===== src/pkg/irqplc_map.svh =====
// Behaviour
// RULE1: field code 00 disables, 01 level 0, 10 level 1, 11 level 2.
// RULE2: these sources never reach level 3; level 2 is their top.
// RULE3: unused bits 9-8 of reg one, 11-10 of reg two read 0.
// RULE4: every field resets to the disabled code.
// RULE5: reg one bits 15-14, 13-12, 11-10 hold port B, C, D levels.
// RULE6: reg one bits 7-6 flash buffers empty, 5-4 command done.
// RULE7: reg one bits 3-2 flash fault, 1-0 clock lock change.
// RULE8: reg two bits 15-14 serial rx full, 13-12 serial rx fault.
// RULE9: reg two bits 9-8 serial tx idle, 7-6 serial tx empty.
// RULE10: reg two bits 5-4 sync tx, 3-2 sync rx, 1-0 port A.
// RULE11: reg three bits 15-14 converter A done, 13-12 timer three.
// RULE12: within a level the lowest source number wins.
// RULE13: wake only if source was enabled before low power entry.
// RULE14: disabled sources never reach encoders nor pend to the core.
// RULE15: software enables a field only once its source is ready.
`ifndef IRQPLC_MAP_SVH
`define IRQPLC_MAP_SVH
`define IRQPLC_NSRC 16
// word indices; byte address is four times the index
`define IRQPLC_IDX_SEL1 6'h01
`define IRQPLC_IDX_SEL2 6'h02
`define IRQPLC_IDX_SEL3 6'h03
`define IRQPLC_IDX_STAT 6'h04
`define IRQPLC_IDX_CLR 6'h05
`define IRQPLC_IDX_EN 6'h06
`define IRQPLC_IDX_PEND 6'h07
// writable bits and reset values
`define IRQPLC_MASK1 16'hFCFF
`define IRQPLC_MASK2 16'hF3FF
`define IRQPLC_MASK3 16'hF000
`define IRQPLC_RST_SEL 16'h0000
`define IRQPLC_RST_STAT 4'h0
// field low bit positions
`define IRQPLC_POS_PORT_B 14
`define IRQPLC_POS_PORT_C 12
`define IRQPLC_POS_PORT_D 10
`define IRQPLC_POS_FL_BUF 6
`define IRQPLC_POS_FL_DONE 4
`define IRQPLC_POS_FL_FAULT 2
`define IRQPLC_POS_CLK_LOCK 0
`define IRQPLC_POS_SER_RXF 14
`define IRQPLC_POS_SER_RXE 12
`define IRQPLC_POS_SER_TXI 8
`define IRQPLC_POS_SER_TXE 6
`define IRQPLC_POS_SYN_TX 4
`define IRQPLC_POS_SYN_RX 2
`define IRQPLC_POS_PORT_A 0
`define IRQPLC_POS_CONV_A 14
`define IRQPLC_POS_TIMER3 12
`endif


===== src/pkg/irqplc_pkg.sv =====
package irqplc_pkg;
  typedef logic [1:0] irqplc_lvl_t;
  typedef logic [3:0] irqplc_src_t;
  typedef enum logic {BUS_IDLE, BUS_RDWAIT} irqplc_bus_e;
endpackage


===== src/rtl/irqplc_top.sv =====
`timescale 1ns/10ps
`default_nettype none
`include "irqplc_map.svh"
module irqplc_top
  import irqplc_pkg::*;
(
  input wire logic hclk,
  input wire logic hresetn,
  input wire logic hsel,
  input wire logic [31:0] haddr,
  input wire logic [1:0] htrans,
  input wire logic hwrite,
  input wire logic [2:0] hsize,
  input wire logic [31:0] hwdata,
  input wire logic hready,
  output logic [31:0] hrdata,
  output logic hreadyout,
  output logic hresp,
  input wire logic [15:0] src_req,
  input wire logic [1:0] core_mask,
  input wire logic low_power,
  output logic core_irq,
  output irqplc_lvl_t core_lvl,
  output irqplc_src_t core_src,
  output logic [2:0] lvl_pend,
  output logic wake,
  output logic irq
);

  // lowest set index of a request vector
  function automatic irqplc_src_t first_idx(input logic [15:0] v);
    first_idx = 4'h0;
    for (int i = 15; i >= 0; i--) begin
      if (v[i]) begin
        first_idx = 4'(i);
      end
    end
  endfunction

  logic [15:0] sel1_r, sel2_r, sel3_r;
  logic [3:0] stat_r, en_r, stat_nxt;
  logic [5:0] addr_r;
  logic wr_pend_r, lp_d_r, irq_r, wake_r, hreadyout_r, core_irq_r;
  logic [31:0] hrdata_r;
  logic [15:0] arm_r;
  logic [2:0] lvl_pend_r;
  irqplc_lvl_t core_lvl_r;
  irqplc_src_t core_src_r;
  irqplc_bus_e st_r;
  logic [1:0] fld [16];
  logic [15:0] lvl_vec [3];
  logic [15:0] en_vec;
  logic [2:0] lvl_any;
  logic sel_ok;
  irqplc_lvl_t sel_lvl;
  logic acc, wr1, wr2, wr3, wr_clr, wr_en, wake_nxt;
  logic [3:0] evt, clr_bits;
  logic [31:0] rd_mux;

  // address phase qualification and write strobes
  assign acc = hsel && htrans[1] && hready;
  assign wr1 = wr_pend_r && addr_r == `IRQPLC_IDX_SEL1;
  assign wr2 = wr_pend_r && addr_r == `IRQPLC_IDX_SEL2;
  assign wr3 = wr_pend_r && addr_r == `IRQPLC_IDX_SEL3;
  assign wr_clr = wr_pend_r && addr_r == `IRQPLC_IDX_CLR;
  assign wr_en = wr_pend_r && addr_r == `IRQPLC_IDX_EN;

  // read mux; unmapped words read zero
  assign rd_mux =
    addr_r == `IRQPLC_IDX_SEL1 ? {16'h0000, sel1_r} :
    addr_r == `IRQPLC_IDX_SEL2 ? {16'h0000, sel2_r} :
    addr_r == `IRQPLC_IDX_SEL3 ? {16'h0000, sel3_r} :
    addr_r == `IRQPLC_IDX_STAT ? {28'h0000000, stat_r} :
    addr_r == `IRQPLC_IDX_EN ? {28'h0000000, en_r} :
    addr_r == `IRQPLC_IDX_PEND ?
      {21'h0, core_irq_r, core_lvl_r, core_src_r, 1'b0, lvl_pend_r} :
    32'h00000000;

  // per-source fields, numbered in register order
  assign fld[0] = sel1_r[`IRQPLC_POS_PORT_B +: 2]; // see RULE5
  assign fld[1] = sel1_r[`IRQPLC_POS_PORT_C +: 2]; // see RULE5
  assign fld[2] = sel1_r[`IRQPLC_POS_PORT_D +: 2]; // see RULE5
  assign fld[3] = sel1_r[`IRQPLC_POS_FL_BUF +: 2]; // see RULE6
  assign fld[4] = sel1_r[`IRQPLC_POS_FL_DONE +: 2]; // see RULE6
  assign fld[5] = sel1_r[`IRQPLC_POS_FL_FAULT +: 2]; // see RULE7
  assign fld[6] = sel1_r[`IRQPLC_POS_CLK_LOCK +: 2]; // see RULE7
  assign fld[7] = sel2_r[`IRQPLC_POS_SER_RXF +: 2]; // see RULE8
  assign fld[8] = sel2_r[`IRQPLC_POS_SER_RXE +: 2]; // see RULE8
  assign fld[9] = sel2_r[`IRQPLC_POS_SER_TXI +: 2]; // see RULE9
  assign fld[10] = sel2_r[`IRQPLC_POS_SER_TXE +: 2]; // see RULE9
  assign fld[11] = sel2_r[`IRQPLC_POS_SYN_TX +: 2]; // see RULE10
  assign fld[12] = sel2_r[`IRQPLC_POS_SYN_RX +: 2]; // see RULE10
  assign fld[13] = sel2_r[`IRQPLC_POS_PORT_A +: 2]; // see RULE10
  assign fld[14] = sel3_r[`IRQPLC_POS_CONV_A +: 2]; // see RULE11
  assign fld[15] = sel3_r[`IRQPLC_POS_TIMER3 +: 2]; // see RULE11

  // level decode: code n selects level n-1, code 00 drops the source
  always_comb begin
    for (int l = 0; l < 3; l++) begin
      for (int i = 0; i < 16; i++) begin
        lvl_vec[l][i] = src_req[i] && fld[i] == 2'(l + 1); // see RULE1
      end
      lvl_any[l] = |lvl_vec[l]; // see RULE14
    end
    for (int i = 0; i < 16; i++) begin
      en_vec[i] = |fld[i];
    end
  end

  // core mask: level l is taken only when l is not below the mask
  always_comb begin
    sel_ok = 1'b0;
    sel_lvl = 2'b00;
    for (int l = 0; l < 3; l++) begin
      if (lvl_any[l] && 2'(l) >= core_mask) begin
        sel_ok = 1'b1;
        sel_lvl = 2'(l); // see RULE2
      end
    end
  end

  // sticky status: new pending per level, wake; set beats clear
  // wake status follows the rise of the registered wake line exactly
  assign wake_nxt = low_power && lp_d_r && |(src_req & arm_r);
  assign evt = {wake_nxt && !wake_r, lvl_any & ~lvl_pend_r};
  assign clr_bits = wr_clr ? hwdata[3:0] : 4'h0;
  assign stat_nxt = (stat_r & ~clr_bits) | evt;

  // bus handshake: writes zero wait, reads one wait state
  always_ff @(posedge hclk or negedge hresetn) begin
    if (!hresetn) begin
      st_r <= BUS_IDLE;
      hreadyout_r <= 1'b1;
      hrdata_r <= 32'h00000000;
      wr_pend_r <= 1'b0;
      addr_r <= 6'h00;
    end else begin
      wr_pend_r <= acc && hwrite;
      if (acc) begin
        addr_r <= haddr[7:2];
      end
      unique case (st_r)
        BUS_IDLE: begin
          if (acc && !hwrite) begin
            st_r <= BUS_RDWAIT;
            hreadyout_r <= 1'b0;
          end
        end
        BUS_RDWAIT: begin
          st_r <= BUS_IDLE;
          hreadyout_r <= 1'b1;
          hrdata_r <= rd_mux;
        end
      endcase
    end
  end

  // level select registers; reserved bits never store
  always_ff @(posedge hclk or negedge hresetn) begin
    if (!hresetn) begin
      sel1_r <= `IRQPLC_RST_SEL; // see RULE4
      sel2_r <= `IRQPLC_RST_SEL; // see RULE4
      sel3_r <= `IRQPLC_RST_SEL; // see RULE4
    end else begin
      if (wr1) begin
        sel1_r <= hwdata[15:0] & `IRQPLC_MASK1; // see RULE3
      end
      if (wr2) begin
        sel2_r <= hwdata[15:0] & `IRQPLC_MASK2; // see RULE3
      end
      if (wr3) begin
        sel3_r <= hwdata[15:0] & `IRQPLC_MASK3;
      end
    end
  end

  // status, enable and interrupt line
  always_ff @(posedge hclk or negedge hresetn) begin
    if (!hresetn) begin
      stat_r <= `IRQPLC_RST_STAT;
      en_r <= `IRQPLC_RST_STAT;
      irq_r <= 1'b0;
    end else begin
      stat_r <= stat_nxt;
      if (wr_en) begin
        en_r <= hwdata[3:0];
      end
      irq_r <= |(stat_r & en_r);
    end
  end

  // encoder outputs and low power wake arming
  always_ff @(posedge hclk or negedge hresetn) begin
    if (!hresetn) begin
      lvl_pend_r <= 3'b000;
      core_irq_r <= 1'b0;
      core_lvl_r <= 2'b00;
      core_src_r <= 4'h0;
      lp_d_r <= 1'b0;
      arm_r <= 16'h0000;
      wake_r <= 1'b0;
    end else begin
      lvl_pend_r <= lvl_any; // see RULE14
      core_irq_r <= sel_ok;
      core_lvl_r <= sel_lvl;
      core_src_r <= first_idx(lvl_vec[sel_lvl]); // see RULE12
      lp_d_r <= low_power;
      if (low_power && !lp_d_r) begin
        arm_r <= en_vec; // see RULE13
      end
      wake_r <= wake_nxt; // see RULE13
    end
  end

  assign hrdata = hrdata_r;
  assign hreadyout = hreadyout_r;
  assign hresp = 1'b0;
  assign core_irq = core_irq_r;
  assign core_lvl = core_lvl_r;
  assign core_src = core_src_r;
  assign lvl_pend = lvl_pend_r;
  assign wake = wake_r;
  assign irq = irq_r;

  // checks
  property p_rst;
    @(posedge hclk) !hresetn |=> sel1_r == 16'h0000 && sel2_r == 16'h0000;
  endproperty
  a_rst: assert property (p_rst) else $error("field not disabled"); // see RULE4

  property p_dec;
    @(posedge hclk) disable iff (!hresetn)
      src_req[0] && fld[0] == 2'b01 |=> lvl_pend_r[0];
  endproperty
  a_dec: assert property (p_dec) else $error("code 01 not level 0"); // see RULE1

  property p_top;
    @(posedge hclk) disable iff (!hresetn)
      src_req[5] && fld[5] == 2'b11 && core_mask != 2'b11
      |=> core_irq_r && core_lvl_r == 2'b10;
  endproperty
  a_top: assert property (p_top) else $error("code 11 not level 2"); // see RULE2

  property p_rsv;
    @(posedge hclk) disable iff (!hresetn)
      wr1 || wr2 |=> sel1_r[9:8] == 2'b00 && sel2_r[11:10] == 2'b00;
  endproperty
  a_rsv: assert property (p_rsv) else $error("reserved bits stored"); // see RULE3

  property p_r1a;
    @(posedge hclk) disable iff (!hresetn)
      wr1 |=> fld[0] == $past(hwdata[15:14]) && fld[2] == $past(hwdata[11:10]);
  endproperty
  a_r1a: assert property (p_r1a) else $error("port fields misplaced"); // see RULE5

  property p_r1b;
    @(posedge hclk) disable iff (!hresetn)
      wr1 |=> fld[3] == $past(hwdata[7:6]) && fld[4] == $past(hwdata[5:4]);
  endproperty
  a_r1b: assert property (p_r1b) else $error("flash fields misplaced"); // see RULE6

  property p_r1c;
    @(posedge hclk) disable iff (!hresetn)
      wr1 |=> fld[5] == $past(hwdata[3:2]) && fld[6] == $past(hwdata[1:0]);
  endproperty
  a_r1c: assert property (p_r1c) else $error("fault fields misplaced"); // see RULE7

  property p_r2a;
    @(posedge hclk) disable iff (!hresetn)
      wr2 |=> fld[7] == $past(hwdata[15:14]) && fld[8] == $past(hwdata[13:12]);
  endproperty
  a_r2a: assert property (p_r2a) else $error("rx fields misplaced"); // see RULE8

  property p_r2b;
    @(posedge hclk) disable iff (!hresetn)
      wr2 |=> fld[9] == $past(hwdata[9:8]) && fld[10] == $past(hwdata[7:6]);
  endproperty
  a_r2b: assert property (p_r2b) else $error("tx fields misplaced"); // see RULE9

  property p_r2c;
    @(posedge hclk) disable iff (!hresetn)
      wr2 |=> fld[11] == $past(hwdata[5:4]) && fld[13] == $past(hwdata[1:0]);
  endproperty
  a_r2c: assert property (p_r2c) else $error("sync fields misplaced"); // see RULE10

  property p_r3;
    @(posedge hclk) disable iff (!hresetn)
      wr3 |=> fld[14] == $past(hwdata[15:14]) && fld[15] == $past(hwdata[13:12]);
  endproperty
  a_r3: assert property (p_r3) else $error("reg three misplaced"); // see RULE11

  property p_ord;
    @(posedge hclk) disable iff (!hresetn)
      lvl_vec[1][2] && lvl_vec[1][9] && lvl_vec[1][1:0] == 2'b00 &&
      !lvl_any[2] && core_mask <= 2'b01 |=> core_src_r == 4'h2;
  endproperty
  a_ord: assert property (p_ord) else $error("lowest number lost"); // see RULE12

  property p_wake;
    @(posedge hclk) disable iff (!hresetn)
      low_power && lp_d_r && (src_req & arm_r) == 16'h0000 |=> !wake_r;
  endproperty
  a_wake: assert property (p_wake) else $error("wake from unarmed"); // see RULE13

  property p_off;
    @(posedge hclk) disable iff (!hresetn)
      en_vec == 16'h0000 |=> !core_irq_r && lvl_pend_r == 3'b000;
  endproperty
  a_off: assert property (p_off) else $error("disabled source pends"); // see RULE14

endmodule
`default_nettype wire


===== config.mk =====
export PLATFORM = sky130hd
export DESIGN_NAME = irqplc_top
export DESIGN_NICKNAME = d
export VERILOG_FILES = /design/src/pkg/irqplc_pkg.sv /design/src/rtl/irqplc_top.sv
export VERILOG_INCLUDE_DIRS = /design/src /design/src/pkg
export SDC_FILE = /design/constraint.sdc
export NUM_CORES = 1
export LEC_CHECK = 0
export ABC_CLOCK_PERIOD_IN_PS = 2600
export BUFFER_PORTS_ARGS = -buffer_cell sky130_fd_sc_hd__buf_2
export CORE_MARGIN = 2
export CORE_UTILIZATION = 35
export CTS_CLUSTER_SIZE = 30
export DETAILED_ROUTE_END_ITERATION = 6
export PLACE_DENSITY_LB_ADDON = 0.1
export RECOVER_POWER = 100
export SETUP_SLACK_MARGIN = 0.5
export SLEW_MARGIN = 10
export SYNTH_ARGS = -nofsm -noshare
export SYNTH_HDL_FRONTEND = slang
export SYNTH_SLANG_ARGS = --single-unit

===== constraint.sdc =====
create_clock -name hclk -period 2.6 [get_ports hclk]
set_input_delay 0 -clock hclk [delete_from_list [all_inputs] [get_ports hclk]]
set_output_delay 0 -clock hclk [all_outputs]
set_load 0.02 [all_outputs]

==> run_results.csv <==
group,metric,value,unit
worst_hold_path,hold_class,"in2reg",
timing,slew_violations,69,
yosys,synth_top_family_by_area,"simple AND/OR/NAND/NOR gates",
worst_setup_path,cp_max_fo,3,
timing,fin_crit,2.746,ns
clock_tree,insertion_delay,0.35,ns
yosys,ys_seq_elements,94,
floorplanning,die_h,127.2,um
worst_setup_path,cp-startpoint,"sel2_r[1]",
placement,place_congestion,0.9072,
global_routing,grt_max_degree,69,
timing,setup_ws,-0.1462,ns
floorplanning,start_util,35.36,%
floorplanning,core-area,0.01503,mm2
drt,firstDrtPassIters,7,
floorplanning,fp.dieW,127.2,um
timing,timing.final.crit_share,105.6,%
power,ir_drop,0.4530,mV
floorplanning,die_area,0.01619,mm2
flow_run,cap_violations,1,
worst_setup_path,path_class,"reg2reg",
timing,max_freq,364.1,MHz
timing,rsz0062_at_grt,"true",
finish,drive_gt1_share,35.47,%
yosys,ys.warnings.count,0,
yosys,avgSynthCellArea,9.972,um2
global_routing,track_usage,23.26,%
yosys,synthArstFlopShare,100.0,%
global_routing,grt_pass1_vias,4851,
timing,hold_viol,0,
floorplanning,ios,139,
placement,portBuffers,75,
yosys,ys_seq_area_share,44.28,%
timing,worst_slew_pin_slew,1.742,ns
status,violations,"max-capacitance violations, max-slew violations, negative setup slack",
clock_tree,cts_tree,"built",
global_routing,gr-total-overflow,0,
worst_setup_path,r2r_start,"sel2_r[1]",
drt,drc_errors,0,
clock_tree,cts_max_level,3,
worst_setup_path,crit_path_end_kind,"flop",
status,outcome,"finished with violations",
clock_tree,cts.path.max_buffers,2,
yosys,ys.flop_type,"dfrtp_1",
power,power_density,686.8,mW/mm2
worst_setup_path,cp.required,2.85,ns
yosys,synth.distinct_cells,54,
finish,instances_no_fill,904,
clock_tree,cts_made_buffers,9,
clock_tree,cts_sinks,94,
finish,diodes,0,
worst_hold_path,min_from,"htrans[1]",
worst_setup_path,worstSetupStartpointType,"flop",
finish,syn_to_final_growth,36.04,%
yosys,synth_xor_area_share,0,%
yosys,synth_simple_gate_area_share,21.63,%
yosys,yosys.area_share.adder,0,%
placement,numPlacedInstances,841,
yosys,syn_inst,533,
yosys,synth_compound_area_share,15.89,%
drt,drt-total-wl,18.31,mm
placement,dp_hpwl,13.77,mm
clock_tree,clk_pin_slew,0.07,ns
timing,setup_viol,4,
timing,slew_headroom,-16.13,%
power,p_leak,3.154,nW
yosys,syn_area,0.005315,mm2
drt,drt.antenna.violating_nets,0,
finish,fin_nets,804,
yosys,synth.mux.area_fraction,10.81,%
yosys,synth_edf_count,0,
drt,drtIter0Drc,313,
global_routing,antenna_found_initial,0,
timing,fin_skew,0.006413,ns
drt,viasPerCell,5.412,
finish,fillers,1458,
worst_setup_path,cp.arrival,3.00,ns
clock_tree,root_buffer,"clkbuf_16",
power,p_total,4.966,mW
timing,hold_ws,0.1106,ns
drt,vias,4892,
placement,pre_cts_ws,-0.2449,ns
floorplanning,row_count,45,
drt,routedWlPerCell,20.25,um
global_routing,grt_pass1_wl,28.28,mm
## cell type report
| cell class | count | area, um2 | share of cell area (%) |
|---|---|---|---|
| timing repair buffer | 212 | 1513 | 20.92 |
| tap | 188 | 235.2 | 3.253 |
| clock inverter | 3 | 68.82 | 0.9517 |
| inverter | 14 | 55.05 | 0.7614 |
| multi-input combinational | 380 | 2754 | 38.09 |
| clock buffer | 13 | 250.2 | 3.461 |
| sequential | 94 | 2355 | 32.57 |
## report_power, final
part / switching [mW] / internal (mW)
Sequential: 0.174 / 1.68
Clock: 0.572 / 0.873
Combinational: 0.895 / 0.769
## layout by cell type, fill, tap and decap left out, types with 4 or more instances in the layout
cell / instances
nor3b_1: 11
o21ai_0: 27
nand4_1: 7
a22oi_1: 16
buf_2: 43
buf_6: 18
nor3_1: 6
conb_1: 17
a22o_1: 6
dfrtp_1: 92
a21oi_1: 8
nand2_1: 41
o21a_1: 5
o22ai_1: 4
buf_4: 88
mux2_2: 51
inv_1: 12
nand3b_1: 26
clkbuf_1: 36
dlygate4sd3_1: 26
a32o_1: 12
a221oi_1: 8
clkbuf_16: 9
a31oi_1: 6
nand3_1: 13
nor4b_1: 9
nor2_1: 45
nor2b_1: 4
nand3_2: 8
## sequential cells by signal, summed over array words and instances (netlist names), 2 cells and up
| name | count |
|---|---|
| en_r | 4 |
| arm_r | 16 |
| stat_r | 4 |
| lvl_pend | 3 |
| hrdata | 16 |
| core_src | 4 |
| addr_r | 6 |
| sel1_r | 14 |
| sel2_r | 14 |
| sel3_r | 4 |
| core_lvl | 2 |
## synthesized netlist by cell type, drive strengths merged (8+ instances only)
master | n | area share [%]
nand2 | 42 | 3.0
mux2 | 51 | 11
inv | 14 | 0.99
buf | 41 | 4.9
clkbuf | 20 | 1.4
a221oi | 8 | 1.3
nor3 | 8 | 0.85
o21ai | 30 | 2.8
nand3 | 21 | 2.4
a22oi | 16 | 2.3
nand3b | 27 | 4.0
a21oi | 9 | 0.85
dfrtp | 93 | 44
nor4b | 12 | 2.2
a32o | 12 | 2.3
nor3b | 11 | 1.6
o21a | 8 | 1.1
nand4 | 9 | 1.3
nor2 | 46 | 3.3
## repair_timing
action	CTS	global route
hold endpoints to repair	117	0
gates resized for setup	25	20
buffers inserted	13	8
endpoints found under the setup margin	18	14
hold buffers	26	0
pin swaps	17	17
## layer usage
layer / track usage [%] / vias up / part of all wire, %
li1: - / 2282 / -
met1: 30.33 / 2443 / 45
met2: 39.09 / 136 / 49
met3: 3.978 / 31 / 3.7
met4: 8.339 / 0 / 2.9
met5: 0 / - / 0
## worst paths after layout
path                          endpoint  slack [ns]  cells past startpoint
setup / recovery           core_src[3]       -0.15                     13
hold / removal               wr_pend_r        0.11                      3
setup reg to reg           core_src[3]       -0.15                     13
hold reg to reg              stat_r[3]        0.45                      1
max in group asynchronous  core_src[0]        0.63                      3
min in group asynchronous      en_r[0]        0.63                      2
## per-stage QoR
stage	TNS (ns)	instance area [um2]	utilization, %
after floorplan	0	5438	-
after global placement	-0.3919	6356	42.28
after detailed placement	-0.5751	6356	42.28
after CTS	-0.4821	7136	47.47
after global routing	-0.8627	7231	48.10
final	-0.3355	7231	48.10
## kinds of logic (layout without fill, tap and decap cells)
logic type | Yosys count | count (layout)
buffers and inverters | 75 | 242
AO/OA/AOI/OAI | 117 | 117
multiplexers | 51 | 51
other | 1 | 17
flip-flops | 94 | 94
AND/OR/NAND/NOR | 195 | 195
## worst max-delay path, stage by stage, from the launching register on
cell,delay [ns]
dfrtp_1,0.41
buf_6,0.13
nand3b_1,0.13
o2111ai_2,0.15
nor4_4,0.29
buf_4,0.17
nor3_4,0.05
buf_6,0.13
buf_6,0.11
nor4b_4,0.25
o21a_1,0.19
and4bb_2,0.27
buf_6,0.12
a311oi_2,0.26
No activity file was read; power rests on OpenSTA's default activity.
